File: src/include/albk_pkg.sv
`default_nettype none
package albk_pkg;
   // register map
   localparam logic [7:0] ADDR_UPPER_THR   = 8'h50;
   localparam logic [7:0] ADDR_LOWER_THR   = 8'h51;
   localparam logic [7:0] ADDR_MAX_COUNT   = 8'h52;
   localparam logic [7:0] ADDR_LEAK_RATE   = 8'h53;
   localparam logic [7:0] ADDR_STATUS      = 8'h54;
   // reset values
   localparam logic [7:0] RST_UPPER_THR    = 8'h06;
   localparam logic [7:0] RST_LOWER_THR    = 8'h04;
   localparam logic [7:0] RST_MAX_COUNT    = 8'h08;
   localparam logic [7:0] RST_LEAK_RATE    = 8'h01;
   // field layout
   localparam int         LEAK_SEL_MSB     = 1;
   localparam int         LEAK_SEL_LSB     = 0;
   localparam int         STAT_ALARM_BIT   = 0;
   // timing
   localparam int         CLK_HZ           = 10_000_000;
   localparam int         CYCLE_MS         = 128;
   localparam int         CYCLE_CLKS       = CLK_HZ / 1000 * CYCLE_MS;

   typedef struct packed {
      logic [7:0] upper_thr;
      logic [7:0] lower_thr;
      logic [7:0] max_count;
      logic [7:0] leak_rate;
   } albk_cfg_t;

   typedef struct packed {
      logic       wr;
      logic       rd;
      logic [7:0] addr;
      logic [7:0] wdata;
   } albk_req_t;
endpackage
`default_nettype wire

File: src/hw/albk_bucket.sv
// Behaviour
// - judge the input once per 128 ms monitoring cycle.
// - each failed or erratic cycle adds one to the accumulator.
// - each run of 1, 2, 4 or 8 clean cycles subtracts one.
// - accumulator never exceeds the programmed maximum count after a cycle end, except a count written in the cycle end clock.
// - alarm raises when the accumulator reaches the upper threshold.
// - alarm clears when the accumulator decays to the lower threshold.
`timescale 1ns/1ns
`default_nettype none
module albk_bucket
   import albk_pkg::*;
#(
   parameter int CYCLE_CLKS_P = CYCLE_CLKS
) (
   // clock and reset
   input  wire logic       clk,
   input  wire logic       rst,
   // activity monitor
   input  wire logic       fault_in,
   // register port
   input  wire albk_req_t  req,
   output logic [7:0]      rdata,
   // results
   output logic [7:0]      level,
   output logic            alarm,
   output logic            cycle_tick
);
   if (CYCLE_CLKS_P < 2) begin : g_len_check
      $error("cycle length too short");
   end

   ////////////////////////////////////////////////////////////////
   typedef struct packed {
      albk_cfg_t  cfg;
      logic [31:0] div;
      logic        tick;
      logic        fault_seen;
      logic [2:0]  clean_run;
      logic [7:0]  acc;
      logic        alarm;
      logic [7:0]  rdata;
      logic        f1;
      logic        f2;
   } st_t;

   st_t s_q;
   st_t s_d;

   function automatic logic [3:0] run_len(input logic [1:0] sel);
      case (sel)
         2'h0:    run_len = 4'h1;
         2'h1:    run_len = 4'h2;
         2'h2:    run_len = 4'h4;
         default: run_len = 4'h8;
      endcase
   endfunction

   ////////////////////////////////////////////////////////////////
   always_comb begin
      s_d      = s_q;
      s_d.f1   = fault_in;
      s_d.f2   = s_q.f1;
      s_d.tick = 1'b0;
      // register writes
      if (req.wr) begin
         case (req.addr)
            ADDR_UPPER_THR: s_d.cfg.upper_thr = req.wdata;
            ADDR_LOWER_THR: s_d.cfg.lower_thr = req.wdata;
            ADDR_MAX_COUNT: s_d.cfg.max_count = req.wdata;
            ADDR_LEAK_RATE: s_d.cfg.leak_rate = {6'h00, req.wdata[LEAK_SEL_MSB:LEAK_SEL_LSB]};
            default:        s_d.rdata = s_q.rdata;
         endcase
      end
      // register reads
      if (req.rd) begin
         case (req.addr)
            ADDR_UPPER_THR: s_d.rdata = s_q.cfg.upper_thr;
            ADDR_LOWER_THR: s_d.rdata = s_q.cfg.lower_thr;
            ADDR_MAX_COUNT: s_d.rdata = s_q.cfg.max_count;
            ADDR_LEAK_RATE: s_d.rdata = s_q.cfg.leak_rate;
            ADDR_STATUS:    s_d.rdata = {7'h00, s_q.alarm};
            default:        s_d.rdata = 8'h00;
         endcase
      end
      // cycle divider and fault capture
      if (s_q.f2) begin
         s_d.fault_seen = 1'b1;
      end
      if (s_q.div == 32'(CYCLE_CLKS_P - 1)) begin
         s_d.div        = 32'h00000000;
         s_d.tick       = 1'b1;
         s_d.fault_seen = 1'b0;
         if (s_q.fault_seen || s_q.f2) begin
            s_d.clean_run = 3'h0;
            if (s_q.acc < s_q.cfg.max_count) begin
               s_d.acc = s_q.acc + 8'h01;
            end
         end else if ({1'b0, s_q.clean_run} + 4'h1 >=
                      run_len(s_q.cfg.leak_rate[LEAK_SEL_MSB:LEAK_SEL_LSB])) begin
            s_d.clean_run = 3'h0;
            if (s_q.acc != 8'h00) begin
               s_d.acc = s_q.acc - 8'h01;
            end
         end else begin
            s_d.clean_run = s_q.clean_run + 3'h1;
         end
         if (s_q.acc > s_q.cfg.max_count) begin
            s_d.acc = s_q.cfg.max_count;
         end
      end else begin
         s_d.div = s_q.div + 32'h00000001;
      end
      // alarm hysteresis
      if (s_q.acc >= s_q.cfg.upper_thr) begin
         s_d.alarm = 1'b1;
      end else if (s_q.acc <= s_q.cfg.lower_thr) begin
         s_d.alarm = 1'b0;
      end
   end

   ////////////////////////////////////////////////////////////////
   always_ff @(posedge clk) begin
      if (rst) begin
         s_q               <= '0;
         s_q.cfg.upper_thr <= RST_UPPER_THR;
         s_q.cfg.lower_thr <= RST_LOWER_THR;
         s_q.cfg.max_count <= RST_MAX_COUNT;
         s_q.cfg.leak_rate <= RST_LEAK_RATE;
      end else begin
         s_q <= s_d;
      end
   end

   ////////////////////////////////////////////////////////////////
   assign rdata      = s_q.rdata;
   assign level      = s_q.acc;
   assign alarm      = s_q.alarm;
   assign cycle_tick = s_q.tick;
endmodule
`default_nettype wire

File: config.mk
export PLATFORM = sky130hd
export DESIGN_NAME = albk_bucket
export DESIGN_NICKNAME = d
export VERILOG_FILES = /design/src/include/albk_pkg.sv /design/src/hw/albk_bucket.sv
export SDC_FILE = /design/constraint.sdc
export NUM_CORES = 1
export LEC_CHECK = 0
export BUFFER_PORTS_ARGS = -buffer_cell sky130_fd_sc_hd__buf_2
export CAP_MARGIN = 40
export CORE_MARGIN = 10
export CORE_UTILIZATION = 50
export DETAILED_ROUTE_END_ITERATION = 10
export GPL_ROUTABILITY_DRIVEN = 1
export HOLD_SLACK_MARGIN = 0.05
export PLACE_DENSITY = 0.68
export SYNTH_ARGS = -nofsm -noshare
export SYNTH_HDL_FRONTEND = slang
export SYNTH_SLANG_ARGS = --single-unit
File: constraint.sdc
create_clock -name clk -period 2.75 [get_ports clk]
set_input_delay 0.1375 -clock clk [delete_from_list [all_inputs] [get_ports clk]]
set_output_delay 0.1375 -clock clk [all_outputs]
set_load 0.03 [all_outputs]
==> insert_results.sql <==
INSERT INTO impl_metrics (metric_group, metric, value, unit) VALUES
('sta', 'achievable-frequency', '0.385', 'GHz'),
('cells_and_area', 'final_layout_size_suffix_gt1_share', '16.4', '%'),
('global_route', 'number_of_antenna_violations_at_the_first_check_in_global_routing', '0', ''),
('clock_network', 'clock_sinks', '82', ''),
('die', 'area_of_the_placeable_core', '0.00973', 'sq mm'),
('critical_path', 'crit_startpoint', 's_q[22]$_SDFFE_PP0P_', ''),
('critical_path', 'cp.arrival', '2.83', 'ns'),
('die', 'die_span_in_x', '120', 'microns'),
('yosys', 'synth_area', '0.00495', 'sq mm'),
('yosys', 'synth-edff-count', '0', ''),
('pwr', 'total_power', '0.00226', 'W'),
('critical_path', 'rr_worst_depth', '9', ''),
('route', 'wl', '10700', 'microns'),
('global_route', 'largest_net_degree_at_the_start_of_global_routing', '46', ''),
('critical_path', 'path_delay_family', 'compound AO/OA/AOI/OAI gates', ''),
('sta', 'worst_pin_slew', '0.639', 'ns'),
('cells_and_area', 'post_layout_util', '56.1', '%'),
('yosys', 'ys_seq_elements', '82', ''),
('pwr', 'power-per-cell-area', '414', 'mW/mm^2'),
('critical_path', 'critical_path_s_largest_stage_delay', '0.34', 'ns'),
('clock_network', 'cts.reportedPaths.clkPinSlew', '0.10', 'ns'),
('critical_path', 'crit_buf_inv', '1', ''),
('critical_path', 'crit_path_max_fanout', '9', ''),
('die', 'rows', '36', ''),
('clock_network', 'clk-insertion-delay-late', '0.36', 'ns'),
('worst_hold_path', 'worst_hold_startpoint', 'req[5]', ''),
('critical_path', 'cp_num_cells', '9', ''),
('global_route', 'track_usage', '15.0', '%'),
('sta', 'postLayoutSetupSlackWorst', '0.155', 'ns'),
('critical_path', 'rr_startpoint', 's_q[22]$_SDFFE_PP0P_', ''),
('clock_network', 'cts-htree-levels', '3', ''),
('clock_network', 'postCtsHoldBufs', '7', ''),
('sta', 'post-route-min-period', '2.59', 'ns'),
('yosys', 'synthDistinctLibCells', '67', ''),
('global_route', 'via_count_of_the_first_global_routing_pass', '3903', ''),
('route', 'vias_per_cell', '5.38', ''),
('die', 'start_util', '50.9', '%'),
('worst_hold_path', 'whs_path_cells', '3', ''),
('clock_network', 'ctsResizeCount', '0', ''),
('sta', 'final-hold-violation-count', '0', ''),
('sta', 'final_max_slew_viol_count', '0', ''),
('global_route', 'overflow', '0', ''),
('global_route', 'grt_first_pass_wirelength', '18100', 'microns'),
('placed_design', 'globalplace.congestion', '0.824', ''),
('sta', 'fin_tns_setup', '0', 'ns'),
('critical_path', 'crit_path_end_kind', 'register', ''),
('critical_path', 'critical-path-slowest-cell', 'sky130_fd_sc_hd__ha_1', ''),
('placed_design', 'buffer_ports.inserted', '38', ''),
('pwr', 'vdd_drop_max', '229', 'uV'),
('critical_path', 'timing.critical_path.from_type', 'register', ''),
('sta', 'fin_hold_ws', '0.0675', 'ns'),
('die', 'floorplan.die_area', '0.0143', 'sq mm'),
('sta', 'slew_headroom', '57.2', '%'),
('critical_path', 'path_cells', 'or2_1 > inv_1 > ha_1 > nor2b_1 > o311a_1 > a211oi_1 > nor3_1 > a2111oi_2 > a211oi_2', ''),
('route', 'dr_vias', '3887', ''),
('cells_and_area', 'finish.net_count', '643', ''),
('critical_path', 'reg2reg_slack', '0.16', 'ns'),
('sta', 'skew', '0.0152', 'ns'),
('clock_network', 'cts_tree', 'built', ''),
('clock_network', 'clock_root_cell', 'sky130_fd_sc_hd__clkbuf_8', ''),
('flow_run', 'maxCapViolations', '0', ''),
('outcome', 'result_of_the_run', 'completed', ''),
('yosys', 'syn_area_per_cell', '8.94', 'sq um'),
('die', 'ioPinCount', '39', ''),
('route', 'drc', '0', ''),
('pwr', 'static-leakage-power', '2.36', 'nW'),
('sta', 'fin_crit_sh', '94.4', '%'),
('worst_hold_path', 'min_path_type', 'input pin to register', ''),
('cells_and_area', 'antennaDiodeCount', '0', ''),
('route', 'first_pass_iters', '4', ''),
('critical_path', 'data_required_time_at_the_worst_endpoint', '2.98', 'ns');
==> stage by stage <==
| stage | instance area, sq um | std cells |
|---|---|---|
| floorplan | 4950 | 554 |
| global placement | 5180 | 700 |
| detailed placement | 5180 | 700 |
| CTS | 5460 | 723 |
| global route | 5460 | 723 |
| finish | 5460 | 723 |
==> power breakdown <==
| part | total [W] | switching (W) | internal, W |
|---|---|---|---|
| Clock | 0.000926 | 0.000490 | 0.000436 |
| Combinational | 0.000139 | 0.0000816 | 0.0000573 |
| Sequential | 0.00120 | 0.00000529 | 0.00119 |
==> flip-flops by register name, summed over array words and instances, names as in the netlist <==
register,flops
s_q,63
level,8
rdata,8
alarm,1
cycle_tick,1
s_d,1
==> final cells by class <==
type | count | area [sq um]
Fill cell | 911 | 4270
Multi-Input combinational cell | 399 | 2970
Sequential cell | 82 | 1640
Timing Repair Buffer | 55 | 335
Tap cell | 133 | 166
Inverter | 38 | 143
Clock buffer | 9 | 124
Clock inverter | 7 | 85.1
==> routing by layer <==
layer	wire [microns]	up-vias	part of all wire (%)	global-route usage [%]
met4	153	0	1.4	4.37
met5	0	-	0	0
li1	-	1996	-	-
met3	296	14	2.8	2.58
met2	5460	43	51	27.2
met1	4810	1834	45	17.5
==> cells by family after synthesis <==
group           share of synthesized area [%]
mux                                      7.78
flops                                    33.1
compound gates                           13.1
buf+inv                                  6.95
simple gates                             23.4
fa+ha+maj                                9.50
xor+xnor                                 6.19
==> cells in the final DEF, fill, tap and decap left out, drive strengths merged, types with 3 or more instances in the layout <==
| cell type | count |
|---|---|
| dlygate4sd3 | 7 |
| clkbuf | 9 |
| xor2 | 16 |
| o21ai | 15 |
| nor2 | 76 |
| a2111oi | 5 |
| inv | 41 |
| a21oi | 18 |
| o211ai | 4 |
| nand2b | 17 |
| dfxtp | 82 |
| and3 | 9 |
| nand3 | 20 |
| nand2 | 29 |
| nand4 | 17 |
| xnor2 | 19 |
| nor2b | 9 |
| buf | 48 |
| a31oi | 3 |
| mux2i | 34 |
| a211oi | 16 |
| a21o | 5 |
| nor3 | 7 |
| nor4 | 12 |
| ha | 36 |
==> synthesized netlist by cell type, types with 2 or more instances <==
library cell | instances | area [sq um]
sky130_fd_sc_hd__or3_1 | 2 | 12.5
sky130_fd_sc_hd__a211oi_1 | 10 | 75.1
sky130_fd_sc_hd__buf_1 | 2 | 7.51
sky130_fd_sc_hd__mux4_2 | 2 | 45.0
sky130_fd_sc_hd__dfxtp_1 | 82 | 1640
sky130_fd_sc_hd__a21oi_1 | 17 | 85.1
sky130_fd_sc_hd__nor4_4 | 3 | 63.8
sky130_fd_sc_hd__xnor2_1 | 19 | 166
sky130_fd_sc_hd__nand2b_1 | 17 | 106
sky130_fd_sc_hd__ha_1 | 36 | 450
sky130_fd_sc_hd__o31ai_1 | 2 | 15.0
sky130_fd_sc_hd__nor2_1 | 73 | 274
sky130_fd_sc_hd__nand2_1 | 29 | 109
sky130_fd_sc_hd__nand4_1 | 15 | 93.8
sky130_fd_sc_hd__clkbuf_1 | 11 | 41.3
sky130_fd_sc_hd__a32o_1 | 2 | 20.0
sky130_fd_sc_hd__a21o_1 | 4 | 30.0
sky130_fd_sc_hd__o2111ai_1 | 2 | 17.5
sky130_fd_sc_hd__o21ai_0 | 14 | 70.1
sky130_fd_sc_hd__nand3_1 | 19 | 95.1
sky130_fd_sc_hd__inv_1 | 38 | 143
sky130_fd_sc_hd__buf_2 | 5 | 25.0
sky130_fd_sc_hd__and3_1 | 9 | 56.3
sky130_fd_sc_hd__nor4_1 | 8 | 50.1
sky130_fd_sc_hd__nor2_2 | 2 | 12.5
sky130_fd_sc_hd__a31oi_1 | 3 | 18.8
sky130_fd_sc_hd__a211oi_2 | 6 | 75.1
sky130_fd_sc_hd__buf_4 | 17 | 128
sky130_fd_sc_hd__mux2i_1 | 34 | 340
sky130_fd_sc_hd__nor3_1 | 5 | 25.0
sky130_fd_sc_hd__xor2_1 | 16 | 140
sky130_fd_sc_hd__a2111oi_2 | 4 | 60.1
sky130_fd_sc_hd__o211ai_1 | 3 | 22.5
sky130_fd_sc_hd__o21a_1 | 2 | 15.0
sky130_fd_sc_hd__nor2b_1 | 8 | 50.1
sky130_fd_sc_hd__nand3b_1 | 2 | 15.0
==> worst register-to-register path, cell delays in order, from the launching register on <==
cell                        delay [ns]
sky130_fd_sc_hd__dfxtp_1          0.31
sky130_fd_sc_hd__or2_1            0.31
sky130_fd_sc_hd__inv_1            0.31
sky130_fd_sc_hd__ha_1             0.35
sky130_fd_sc_hd__nor2b_1          0.18
sky130_fd_sc_hd__o311a_1          0.30
sky130_fd_sc_hd__a211oi_1         0.23
sky130_fd_sc_hd__nor3_1           0.08
sky130_fd_sc_hd__a2111oi_2        0.33
sky130_fd_sc_hd__a211oi_2         0.08
==> final timing paths <==
check | endpoint
setup / recovery | level[6]$_SDFFE_PP0P_
hold / removal | s_q[77]$_SDFFE_PP0P_
setup reg to reg | level[6]$_SDFFE_PP0P_
hold reg to reg | s_q[0]$_SDFF_PP0_
Note: power is estimated with default switching activity, not from simulation.
